[src/hdl/pin_share_pkg.sv]
// Constants and types shared by the cell-port / Ethernet pin sharing logic
// How it works
// - After reset without strap override, shared pins carry the cell port, receive bus input.
// - In cell mode, receive bytes are captured on each rising receive clock edge.
// - Strap low: receive pins become Ethernet receive data, width set by interface strap.
// - Cell-available output is 1 when a full cell waits, 0 otherwise.
// - Strap low with GMII selected: cell-available pin instead outputs the gigabit transmit clock.
// - Strap low: transmit clock pin is the Ethernet transmit clock input for MII or GMII, the reduced reference clock input for RMII.
// - First-byte flag rises with the first cell byte on the transmit clock edge.
// - Strap low: first-byte pin becomes the collision input for MII or GMII.
package pin_share_pkg;

	// ------------------------------------------------------------
	// Widths and sizes
	// ------------------------------------------------------------
	localparam int unsigned BYTE_W     = 8;
	localparam int unsigned FIFO_DEPTH = 32;
	localparam int unsigned MII_W      = 4;
	localparam int unsigned RMII_W     = 2;

	// ------------------------------------------------------------
	// Ethernet interface select strap codes
	// ------------------------------------------------------------
	typedef enum logic [1:0] {
		IFACE_MII   = 2'h0,
		IFACE_RMII  = 2'h1,
		IFACE_GMII  = 2'h2,
		IFACE_RGMII = 2'h3
	} eth_iface_t;

	// ------------------------------------------------------------
	// Reset values
	// ------------------------------------------------------------
	localparam logic       CELL_MODE_RESET = 1'b1;
	localparam eth_iface_t IFACE_RESET     = IFACE_MII;
	localparam logic [7:0] BYTE_RESET      = 8'h00;

endpackage : pin_share_pkg

[src/hdl/byte_stream_if.sv]
// Valid/ready byte stream carrier between the pin logic and its FIFO
`timescale 1ns/10ps
interface byte_stream_if;
	logic [7:0] data;
	logic       valid;
	logic       ready;

	modport source (output data, output valid, input ready);
	modport sink   (input data, input valid, output ready);
endinterface : byte_stream_if

[src/hdl/utopia_emac_pin_sharing.sv]
// Shared pin logic: cell slave port or Ethernet media interface
`timescale 1ns/10ps
module utopia_emac_pin_sharing (
	input  wire logic       sys_clk,
	input  wire logic       rst_b,
	// Straps
	input  wire logic       cell_port_select_strap,
	input  wire logic [1:0] eth_iface_select_strap,
	// Shared pins
	input  wire logic       cell_rx_clk,
	input  wire logic [7:0] cell_rx_byte,
	output logic            tx_cell_ready,
	output logic            tx_cell_ready_oe_b,
	input  wire logic       cell_tx_clk,
	output logic            tx_cell_first_byte,
	output logic            tx_cell_first_byte_oe_b,
	input  wire logic       tx_cell_first_byte_in,
	output logic [7:0]      cell_tx_byte,
	output logic            cell_tx_byte_oe_b,
	// Cell receive stream to the core
	output logic [7:0]      rx_byte,
	output logic            rx_valid,
	input  wire logic       rx_ready,
	output logic            rx_overrun,
	// Cell transmit stream from the core
	input  wire logic       core_cell_waiting,
	input  wire logic [7:0] tx_byte,
	input  wire logic       tx_first,
	input  wire logic       tx_valid,
	output logic            tx_take,
	// Ethernet side towards the MAC
	input  wire logic       gig_tx_clk_src,
	output logic            eth_rx_clk,
	output logic [7:0]      eth_rx_nibble_byte,
	output logic [1:0]      eth_reduced_rx_bits,
	output logic            eth_tx_clk_in,
	output logic            reduced_ref_clk,
	output logic            eth_collision_in,
	// Mode reporting
	output logic            cell_mode,
	output pin_share_pkg::eth_iface_t eth_iface
);

	// ------------------------------------------------------------
	// Input synchronisers
	// ------------------------------------------------------------
	logic       strap_cell_s1;
	logic       strap_cell_s2;
	logic [1:0] strap_if_s1;
	logic [1:0] strap_if_s2;
	logic       rx_clk_s1;
	logic       rx_clk_s2;
	logic       rx_clk_s3;
	logic [7:0] rx_data_s1;
	logic [7:0] rx_data_s2;
	logic       tx_clk_s1;
	logic       tx_clk_s2;
	logic       tx_clk_s3;
	logic       col_s1;
	logic       col_s2;

	always_ff @(posedge sys_clk) begin
		strap_cell_s1 <= cell_port_select_strap;
		strap_cell_s2 <= strap_cell_s1;
		strap_if_s1   <= eth_iface_select_strap;
		strap_if_s2   <= strap_if_s1;
		rx_clk_s1     <= cell_rx_clk;
		rx_clk_s2     <= rx_clk_s1;
		rx_clk_s3     <= rx_clk_s2;
		rx_data_s1    <= cell_rx_byte;
		rx_data_s2    <= rx_data_s1;
		tx_clk_s1     <= cell_tx_clk;
		tx_clk_s2     <= tx_clk_s1;
		tx_clk_s3     <= tx_clk_s2;
		col_s1        <= tx_cell_first_byte_in;
		col_s2        <= col_s1;
	end

	// ------------------------------------------------------------
	// Strap capture after reset release
	// ------------------------------------------------------------
	logic strap_taken;

	always_ff @(posedge sys_clk) begin
		if (!rst_b) begin
			strap_taken <= 1'b0;
			cell_mode   <= pin_share_pkg::CELL_MODE_RESET;
			eth_iface   <= pin_share_pkg::IFACE_RESET;
		end else if (!strap_taken) begin
			strap_taken <= 1'b1;
			cell_mode   <= strap_cell_s2;
			eth_iface   <= pin_share_pkg::eth_iface_t'(strap_if_s2);
		end
	end

	// ------------------------------------------------------------
	// Mode decode
	// ------------------------------------------------------------
	wire eth_mode   = !cell_mode;
	wire sel_mii    = eth_mode && (eth_iface == pin_share_pkg::IFACE_MII);
	wire sel_rmii   = eth_mode && (eth_iface == pin_share_pkg::IFACE_RMII);
	wire sel_gmii   = eth_mode && (eth_iface == pin_share_pkg::IFACE_GMII);
	wire mii_or_gig = sel_mii || sel_gmii;
	wire rx_rise    = rx_clk_s2 && !rx_clk_s3;
	wire tx_rise    = tx_clk_s2 && !tx_clk_s3;

	// ------------------------------------------------------------
	// Cell receive capture into the FIFO
	// ------------------------------------------------------------
	byte_stream_if rx_stream ();

	logic [7:0] cap_byte;
	logic       cap_valid;

	wire cap_now = cell_mode && rx_rise;

	always_ff @(posedge sys_clk) begin
		if (!rst_b) begin
			cap_byte  <= pin_share_pkg::BYTE_RESET;
			cap_valid <= 1'b0;
		end else if (cap_now) begin
			cap_byte  <= rx_data_s2;
			cap_valid <= 1'b1;
		end else if (rx_stream.ready) begin
			cap_valid <= 1'b0;
		end
	end

	always_ff @(posedge sys_clk) begin
		if (!rst_b) begin
			rx_overrun <= 1'b0;
		end else begin
			rx_overrun <= cap_now && cap_valid && !rx_stream.ready;
		end
	end

	assign rx_stream.data  = cap_byte;
	assign rx_stream.valid = cap_valid;

	byte_fifo #(
		.WIDTH (pin_share_pkg::BYTE_W),
		.DEPTH (pin_share_pkg::FIFO_DEPTH)
	) rx_fifo (
		.sys_clk     (sys_clk),
		.rst_b       (rst_b),
		.fill        (rx_stream),
		.drain_data  (rx_byte),
		.drain_valid (rx_valid),
		.drain_ready (rx_ready)
	);

	// ------------------------------------------------------------
	// Cell transmit side
	// ------------------------------------------------------------
	assign tx_take = cell_mode && tx_rise && tx_valid;

	always_ff @(posedge sys_clk) begin
		if (!rst_b) begin
			cell_tx_byte       <= pin_share_pkg::BYTE_RESET;
			tx_cell_first_byte <= 1'b0;
		end else if (cell_mode && tx_rise) begin
			cell_tx_byte       <= tx_valid ? tx_byte : pin_share_pkg::BYTE_RESET;
			tx_cell_first_byte <= tx_valid && tx_first;
		end
	end

	logic cell_ready_q;
	logic gig_clk_q;

	always_ff @(posedge sys_clk) begin
		if (!rst_b) begin
			cell_ready_q <= 1'b0;
			gig_clk_q    <= 1'b0;
		end else begin
			cell_ready_q <= cell_mode && core_cell_waiting;
			gig_clk_q    <= sel_gmii && gig_tx_clk_src;
		end
	end

	// ------------------------------------------------------------
	// Shared output pins and their enables
	// ------------------------------------------------------------
	assign tx_cell_ready           = cell_mode ? cell_ready_q : gig_clk_q;
	assign tx_cell_ready_oe_b      = !(cell_mode || sel_gmii);
	assign tx_cell_first_byte_oe_b = !cell_mode;
	assign cell_tx_byte_oe_b       = !cell_mode;

	// ------------------------------------------------------------
	// Ethernet inputs, held low unless selected
	// ------------------------------------------------------------
	logic [7:0] eth_rx_q;
	logic [1:0] eth_rmii_q;
	logic       eth_rx_clk_q;
	logic       eth_tx_clk_q;
	logic       ref_clk_q;
	logic       col_q;

	wire [7:0] rx_width_mask = sel_gmii ? 8'hff : (sel_mii ? 8'h0f : 8'h00);

	always_ff @(posedge sys_clk) begin
		if (!rst_b) begin
			eth_rx_q     <= pin_share_pkg::BYTE_RESET;
			eth_rmii_q   <= 2'h0;
			eth_rx_clk_q <= 1'b0;
			eth_tx_clk_q <= 1'b0;
			ref_clk_q    <= 1'b0;
			col_q        <= 1'b0;
		end else begin
			eth_rx_q     <= rx_data_s2 & rx_width_mask;
			eth_rmii_q   <= sel_rmii ? rx_data_s2[1:0] : 2'h0;
			eth_rx_clk_q <= mii_or_gig && rx_clk_s2;
			eth_tx_clk_q <= mii_or_gig && tx_clk_s2;
			ref_clk_q    <= sel_rmii && tx_clk_s2;
			col_q        <= mii_or_gig && col_s2;
		end
	end

	assign eth_rx_nibble_byte  = eth_rx_q;
	assign eth_reduced_rx_bits = eth_rmii_q;
	assign eth_rx_clk          = eth_rx_clk_q;
	assign eth_tx_clk_in       = eth_tx_clk_q;
	assign reduced_ref_clk     = ref_clk_q;
	assign eth_collision_in    = col_q;

endmodule : utopia_emac_pin_sharing

[src/hdl/byte_fifo.sv]
// Parameterised FIFO with a registered read stage
`timescale 1ns/10ps
module byte_fifo #(
	parameter int unsigned WIDTH = 8,
	parameter int unsigned DEPTH = 32
) (
	input  wire logic             sys_clk,
	input  wire logic             rst_b,
	byte_stream_if.sink           fill,
	output logic      [WIDTH-1:0] drain_data,
	output logic                  drain_valid,
	input  wire logic             drain_ready
);
	localparam int unsigned AW = $clog2(DEPTH);

	// ------------------------------------------------------------
	// Storage and pointers
	// ------------------------------------------------------------
	logic [WIDTH-1:0] mem [DEPTH];
	logic [AW-1:0]    wr_ptr;
	logic [AW-1:0]    rd_ptr;
	logic [AW:0]      count;

	wire full  = (count == (AW+1)'(DEPTH));
	wire empty = (count == '0);
	wire push  = fill.valid && !full;
	wire load  = !empty && (!drain_valid || drain_ready);

	assign fill.ready = !full;

	// ------------------------------------------------------------
	// Write side
	// ------------------------------------------------------------
	always_ff @(posedge sys_clk) begin
		if (push) begin
			mem[wr_ptr] <= fill.data;
		end
	end

	always_ff @(posedge sys_clk) begin
		if (!rst_b) begin
			wr_ptr <= '0;
			rd_ptr <= '0;
			count  <= '0;
		end else begin
			if (push) begin
				wr_ptr <= wr_ptr + AW'(1);
			end
			if (load) begin
				rd_ptr <= rd_ptr + AW'(1);
			end
			count <= count + (AW+1)'(push) - (AW+1)'(load);
		end
	end

	// ------------------------------------------------------------
	// Registered read stage
	// ------------------------------------------------------------
	always_ff @(posedge sys_clk) begin
		if (!rst_b) begin
			drain_data  <= '0;
			drain_valid <= 1'b0;
		end else if (load) begin
			drain_data  <= mem[rd_ptr];
			drain_valid <= 1'b1;
		end else if (drain_ready) begin
			drain_valid <= 1'b0;
		end
	end

endmodule : byte_fifo

[config.mk]
export PLATFORM = sky130hd
export DESIGN_NAME = utopia_emac_pin_sharing
export DESIGN_NICKNAME = d
export VERILOG_FILES = /design/src/hdl/pin_share_pkg.sv /design/src/hdl/byte_stream_if.sv /design/src/hdl/utopia_emac_pin_sharing.sv /design/src/hdl/byte_fifo.sv
export SDC_FILE = /design/constraint.sdc
export NUM_CORES = 1
export LEC_CHECK = 0
export BUFFER_PORTS_ARGS = -buffer_cell sky130_fd_sc_hd__clkbuf_2
export CELL_PAD_IN_SITES_DETAIL_PLACEMENT = 0
export CELL_PAD_IN_SITES_GLOBAL_PLACEMENT = 2
export CORE_UTILIZATION = 35
export DETAILED_ROUTE_END_ITERATION = 7
export PLACE_DENSITY_LB_ADDON = 0.1
export SETUP_SLACK_MARGIN = 0.4
export SLEW_MARGIN = 5
export SYNTH_ARGS = -nofsm -noshare
export SYNTH_HDL_FRONTEND = slang
export SYNTH_HIERARCHICAL = 1
export SYNTH_SLANG_ARGS = --single-unit
[constraint.sdc]
create_clock -name sys_clk -period 3.5 [get_ports sys_clk]
set_input_delay 0.175 -clock sys_clk [delete_from_list [all_inputs] [get_ports sys_clk]]
set_output_delay 0.175 -clock sys_clk [all_outputs]
set_load 0.02 [all_outputs]
# == Yosys cells after proc, flatten, opt, wreduce, memory -nomap -nowiden ==
# Memory sizes are Yosys's and may differ from the RTL's. A register that Yosys moved wholly into a read port is not among the register bits.
# Index checks and enable logic that the tools add are counted.
# word_totals
ff_bits,86
ram_bits,256
input_bits,29
out_inout_bits,41
wordCells,89
memories,1
# classes
addsub,4
n_eq_ne,4
n_mux,11
bitwise,1
n_reduce_logical,34
# mem_list
memory,words,word_bits,rd,rd_clocked_by_memory_dff,wr,line,text
rx_fifo.mem,32,8,1,1,1,byte_fifo.sv:19,logic [WIDTH-1:0] mem [DEPTH];
# ops
op,count
1-bit logical AND,19
8-bit two-way mux,2
5-bit by 1-bit adder with 5-bit output (second input constant),2
8-bit AND,1
1-bit logical NOT,8
1-bit two-way mux,8
6-bit by 1-bit adder with 6-bit output,1
6-bit equality test (second input constant),1
6-bit logical NOT,1
6-bit by 1-bit subtractor with 6-bit output,1
4-bit two-way mux,1
1-bit logical OR,3
2-bit by 1-bit equality test with 1-bit output (second input constant),1
2-bit equality test (second input constant),1
2-bit logical NOT,1
2-bit inequality test (second input constant),1
2-bit AND reduction,1
2-bit nonzero test,1

# == Logic depth before layout (Yosys ltp) ==
# depth
word_depth,5
ltp_mapped,15
depth_no_buf,14

# == By module ==
# The synthesis kept the hierarchy.
# by_module_without_submodules
mod,instances,cells_each,area_each_um2,seq_area_each_um2
byte_fifo,1,606,11210.8,8187.9
utopia_emac_pin_sharing,1,165,2013.2,1381.3

# == Worst setup path before layout ==
# No wires, ideal clock.
# synth_path
path_kind,reg-to-reg
start,reg rx_fifo.count[2]
end,reg rx_fifo.count[4]
setup_time_ns,0.119
arrival_ns,2.491
required_time_ns,3.381
setup_slack_ns,0.890
stages_incl_launch_ff,16
path_buffers,1
synth_period_minus_slack_ns,2.610
cell_sequence,dfxtp_1 inv_1 ha_1 nand4bb_1 and2_1 clkbuf_1 inv_1 ha_1 inv_1 ha_1 inv_1 fa_1 nand2b_1 a21oi_1 o21a_1 nor3_1
# synth_via
elab_chain_cells,5
word_cells_on_any_way,8
cone_classes,add/sub: 2; eq/ne: 1; reduce/logical: 5
# synth_lines
element,line,text
start: declaration,byte_fifo.sv:22,logic [AW:0] count;
start signal: assignment,byte_fifo.sv:52,count <= count + (AW+1)'(push) - (AW+1)'(load);
6-bit equality test,byte_fifo.sv:24,wire full = (count == (AW+1)'(DEPTH));
1-bit logical NOT,byte_fifo.sv:26,wire push = fill.valid && !full;
1-bit logical AND,byte_fifo.sv:26,
6-bit by 1-bit adder with 6-bit output,byte_fifo.sv:52,
6-bit by 1-bit subtractor with 6-bit output (*),byte_fifo.sv:52,
# Mark *: on every way between the ends. The rest lies on a longest branch, timed or not.
# A chain may end at the register's enable or synchronous reset.

# == Final worst setup path ==
# layout_path
start,reg rx_fifo.count[2]
end,reg rx_fifo.count[4]
# layout_via
word_cells_on_any_way,8
cone_classes,add/sub: 2; eq/ne: 1; reduce/logical: 5
# layout_rtl
element,line,text
6-bit logical NOT,byte_fifo.sv:25,wire empty = (count == '0);
1-bit logical NOT,byte_fifo.sv:27,wire load = !empty && (!drain_valid || drain_ready);
1-bit logical AND,byte_fifo.sv:27,
via rx_fifo.load,byte_fifo.sv:27,
6-bit by 1-bit subtractor with 6-bit output,byte_fifo.sv:52,
# The timed path passes the listed nets, and every way through them passes these cells.

==> results <==
- The largest single stage delay on the critical path is around 0.42 ns.
- The share of flip-flops with an asynchronous set or reset is 0%.
- The final count of pins violating max slew is 0.
- Yosys instantiated no cell more often than sky130_fd_sc_hd__edfxtp_1.
- The capturing element type of the critical path is a flop.
- The number of port buffers is between 60 and 70.
- The area of the die is ~39000 um^2.
- The clock skew after layout is roughly 0.016 ns.
- The final route contains between 7000 and 8000 vias.
- The worst setup path category is flop to flop.
- In the global route stage, overall resource usage came out at 16.2%.
- The setup total negative slack is 0 ns.
- The synthesized netlist contains 55 unique library cells.
- The number of routed nets with antenna violations is 0.
- From synthesis to final layout, the design area changed by 19.4%.
- Setup slack closes at ~0.73 ns.
- The count of flip-flops with a built-in enable after synthesis is 256.
- Final hold analysis gives a worst-case slack of 0.0142 ns.
- Post-CTS timing repair inserted 0 buffers for setup.
- The average vias per placed instance is between 4 and 5.
- Setup violations remaining at the end of the flow were counted as 0.
- The total of flip-flops plus latches after synthesis is 350.
- The number of cells on the worst reg-to-reg path is 13.
- The top-area cell type share of the netlist area is between 50% and 60%.
- The area of combinational cells with multiple inputs is 3340 um^2.
- Counting instances in the post-synthesis netlist gives the leading cell types as 256 x sky130_fd_sc_hd__edfxtp_1, 94 x sky130_fd_sc_hd__dfxtp_1, 47 x sky130_fd_sc_hd__nor2_1.
- The number of clock buffers inserted by TritonCTS is 39.
- The number of violations reported at the end of detailed-routing iteration 0 is a little under 400.
- The depth of the worst hold-timing path is 3.
- On the critical path, the stage with the largest delay is an instance of sky130_fd_sc_hd__fa_1.
- The power density relative to cell area is around 670 nW/um^2.
- The post-detailed-placement half-perimeter wirelength is slightly below 20000 um.
- Of all nets on the critical path, the largest fanout is 7.
- The number of sinks handled by clock tree synthesis is 350.
- The nature of the critical path startpoint is a flop.
- The first global-routing pass estimated roughly 46000 um of wire.
- The via count of the first global-routing pass is 7471.
- For this configuration, the core starts out at a cell density of between 30 and 40%.
- The deepest clock path buffer count is 3.
- The sequential cell area is 9570 um^2.
- The tightest slew margin relative to the limit is 38.5%.
- The die height is approximately 200 um.
- For this run the aggregate overflow at the end of global routing stands at 0.
- The beginning of the worst register-to-register path is rx_fifo/count[2]$_SDFF_PN0_.
- The post-synthesis cell area is between 10000 and 15000 um^2.
- The placeable core area is 36900 um^2.
- The worst hold path begins at tx_valid.
- In the synthesized netlist the dominant register cell turns out to be sky130_fd_sc_hd__edfxtp_1.
- The utilization after layout is a little over two fifths.
- The hold violation count in the final report is 0.
- Setup repair after global routing left no endpoint under its margin.
- In the final design database the tool counted between 900 and 1000 nets.
- The count of pins on the block boundary is 70.
- After clock tree synthesis, the clock-pin slew on the worst setup and hold paths is 0.06 ns.
- The worst hold path terminates at cell_tx_byte[1]$_SDFFE_PN0P_.
- The cell at the root of the clock tree is sky130_fd_sc_hd__clkbuf_16.
- The worst ir drop on vdd is 0.355 mV.
- The reg-to-reg critical path endpoint is rx_fifo/count[4]$_SDFF_PN0_.
- The total inserted antenna cells is 0.
- The TritonCTS clock tree is done.
- The count of fill cells added during filler insertion is ~3300.
- At the pin with the least slew margin, the transition time is 0.920 ns.
- The arrival time reported for the critical path endpoint is 3.17 ns.
- The final clock period utilization by the worst path is 79.3%.
- The achievable frequency is ~0.36 GHz.
- For this run, design rule violations remaining after detail routing come to 0.
- Across the run, the number of max-cap violations was 0.
- The number of antenna violations at the first check in global routing is 0.
- In this run the register-to-register setup slack is 0.73 ns.
- The number of instances in the synthesized netlist is 771.
- Yosys attributes the largest share of cell area to sky130_fd_sc_hd__edfxtp_1 58%, sky130_fd_sc_hd__dfxtp_1 14%, sky130_fd_sc_hd__mux4_2 6.1%.
- The leakage component of the power is between 5 and 6 nW.
- In the final layout, the share of cells above drive strength 1 is between 20% and 30%.
- The total number of yosys warnings is 6.
- The clock insertion delay at the later pin of the skew report is 0.52 ns.
- The floorplan has 70 rows.
- The post-layout total power is ~11 mW.
- The width of the die is 196 um.
- After synthesis, the mean cell area works out to 17.2 um^2.
- The run finished with clean final reports.
- Dividing the detail-routed wire length by the instance count gives between 20 and 25 um.
- The final weighted congestion in routability-driven placement is approximately 0.77.
- The time the final worst path needs with I/O delays and setup is 2.77 ns.
- The sequential-to-total area share from yosys stat is 72.4%.
- The CTS H-tree depth is 2.
- Counting every net in the synthesized netlist gives 815.
- The path class of the tightest hold or removal check is input pin to flop.
- The pre-CTS setup slack is 0.714 ns.
- Before antenna repair, the detailed router went through 5 iterations.
- The signal on the critical path passes through inv_1 -> ha_1 -> and4bb_1 -> nor2_1 -> ha_1 -> inv_1 -> ha_1 -> inv_1 -> fa_1 -> nand2b_1 -> a21oi_1 -> o21a_1 -> nor3_1.
- sky130_fd_sc_hd__edfxtp_1 takes more of the synthesized area than any other cell.
- Wires add up to roughly 31000 um.
- Data on the critical path is required at its endpoint by a little under 4 ns.
- The largest net degree at the start of global routing is 50.
[worst max-delay path by stage]
stage                                            from                          end  cells after the start
after CTS                 rx_fifo/count[2]$_SDFF_PN0_  rx_fifo/count[4]$_SDFF_PN0_                     14
after floorplan           rx_fifo/count[2]$_SDFF_PN0_  rx_fifo/count[4]$_SDFF_PN0_                     15
after detailed placement  rx_fifo/count[2]$_SDFF_PN0_  rx_fifo/count[4]$_SDFF_PN0_                     14
after global placement    rx_fifo/count[2]$_SDFF_PN0_  rx_fifo/count[4]$_SDFF_PN0_                     13
final                     rx_fifo/count[2]$_SDFF_PN0_  rx_fifo/count[4]$_SDFF_PN0_                     13
after global routing      rx_fifo/count[2]$_SDFF_PN0_  rx_fifo/count[4]$_SDFF_PN0_                     14
[sequential cells by signal (all words and copies together) (netlist names), 2 cells and up]
name / flops
rx_fifo/wr_ptr: 5
rx_fifo/drain_data: 8
eth_rx_nibble_byte: 8
cap_byte: 8
cell_tx_byte: 8
rx_data_s1: 8
rx_fifo/mem: 256
rx_fifo/count: 6
rx_fifo/rd_ptr: 5
strap_if_s1: 2
eth_iface: 2
eth_reduced_rx_bits: 2
strap_if_s2: 2
rx_data_s2: 8
[kinds of logic (layout without fill, tap and decap cells)]
logic type / Yosys count / count (layout) / synth area share [%]
flip-flops: 350 / 350 / 72.4
XOR/XNOR: 9 / 9 / 0.596
multiplexers: 109 / 109 / 12.6
buffers and inverters: 57 / 215 / 2.41
AO/OA/AOI/OAI: 71 / 71 / 4.29
adder cells (fa/ha/maj): 15 / 15 / 1.48
AND/OR/NAND/NOR: 160 / 160 / 6.23
[final cells by class]
cell class | count | share of cell area (%)
clock buffers | 56 | 7.31
clock inverters | 11 | 0.698
inverters | 16 | 0.380
multi-input cells | 364 | 21.1
flip-flops and latches | 350 | 60.7
well taps | 504 | 3.99
repair buffers | 132 | 5.83
[power breakdown]
part           internal (mW)  switching [mW]
registers               4.57           0.183
clock network           2.43            1.55
logic                  0.857           0.958
[routing by layer]
metal | up-vias | part of all wire [%] | track usage, %
li1 | 3242 | - | -
met1 | 3588 | 45 | 21.1
met2 | 152 | 49 | 27.5
met3 | 40 | 4.5 | 2.86
met4 | 0 | 1.9 | 4.77
met5 | - | 0 | 0
[metrics by stage]
step | instances | area [um^2]
floorplan | 771 | 13200
global placement | 1340 | 14300
detailed placement | 1340 | 14300
CTS | 1433 | 15800
global route | 1433 | 15800
finish | 1433 | 15800
[placed cells by master (no fill, tap or decap), types with 5 or more instances in the layout]
| master | netlist | routed |
|---|---|---|
| sky130_fd_sc_hd__ha_1 | 14 | 14 |
| sky130_fd_sc_hd__clkbuf_8 | 0 | 5 |
| sky130_fd_sc_hd__o221ai_1 | 7 | 7 |
| sky130_fd_sc_hd__nand2_1 | 35 | 35 |
| sky130_fd_sc_hd__clkbuf_2 | 0 | 69 |
| sky130_fd_sc_hd__and2_1 | 18 | 18 |
| sky130_fd_sc_hd__dfxtp_1 | 94 | 92 |
| sky130_fd_sc_hd__mux2_2 | 27 | 27 |
| sky130_fd_sc_hd__a222oi_1 | 8 | 8 |
| sky130_fd_sc_hd__nor2_1 | 47 | 47 |
| sky130_fd_sc_hd__nand3_1 | 24 | 24 |
| sky130_fd_sc_hd__a211o_1 | 7 | 7 |
| sky130_fd_sc_hd__edfxtp_1 | 256 | 256 |
| sky130_fd_sc_hd__a32o_1 | 8 | 8 |
| sky130_fd_sc_hd__nor2b_1 | 6 | 6 |
| sky130_fd_sc_hd__inv_1 | 15 | 15 |
| sky130_fd_sc_hd__mux4_2 | 36 | 36 |
| sky130_fd_sc_hd__mux2i_1 | 35 | 35 |
| sky130_fd_sc_hd__o21a_1 | 5 | 5 |
| sky130_fd_sc_hd__xnor2_1 | 6 | 6 |
| sky130_fd_sc_hd__clkbuf_1 | 14 | 9 |
| sky130_fd_sc_hd__mux2_4 | 6 | 6 |
| sky130_fd_sc_hd__a22oi_1 | 9 | 9 |
| sky130_fd_sc_hd__clkbuf_16 | 0 | 42 |
| sky130_fd_sc_hd__buf_4 | 2 | 34 |
| sky130_fd_sc_hd__dlygate4sd3_1 | 0 | 26 |
| sky130_fd_sc_hd__a21oi_1 | 13 | 13 |
| sky130_fd_sc_hd__a22o_1 | 7 | 7 |
[critical path, delay by kind of cell (launching register included)]
kind,cells,cell delay (ns)
simple gates,4,0.75
fa+ha+maj,4,1.05
flops,1,0.34
buf+inv,3,0.17
compound gates,2,0.33
[what timing repair did]
item	in CTS	in global routing
hold endpoints to repair	26	0
hold buffers	26	0
gates resized for setup	0	0
Power figures use the tool's default switching activity.
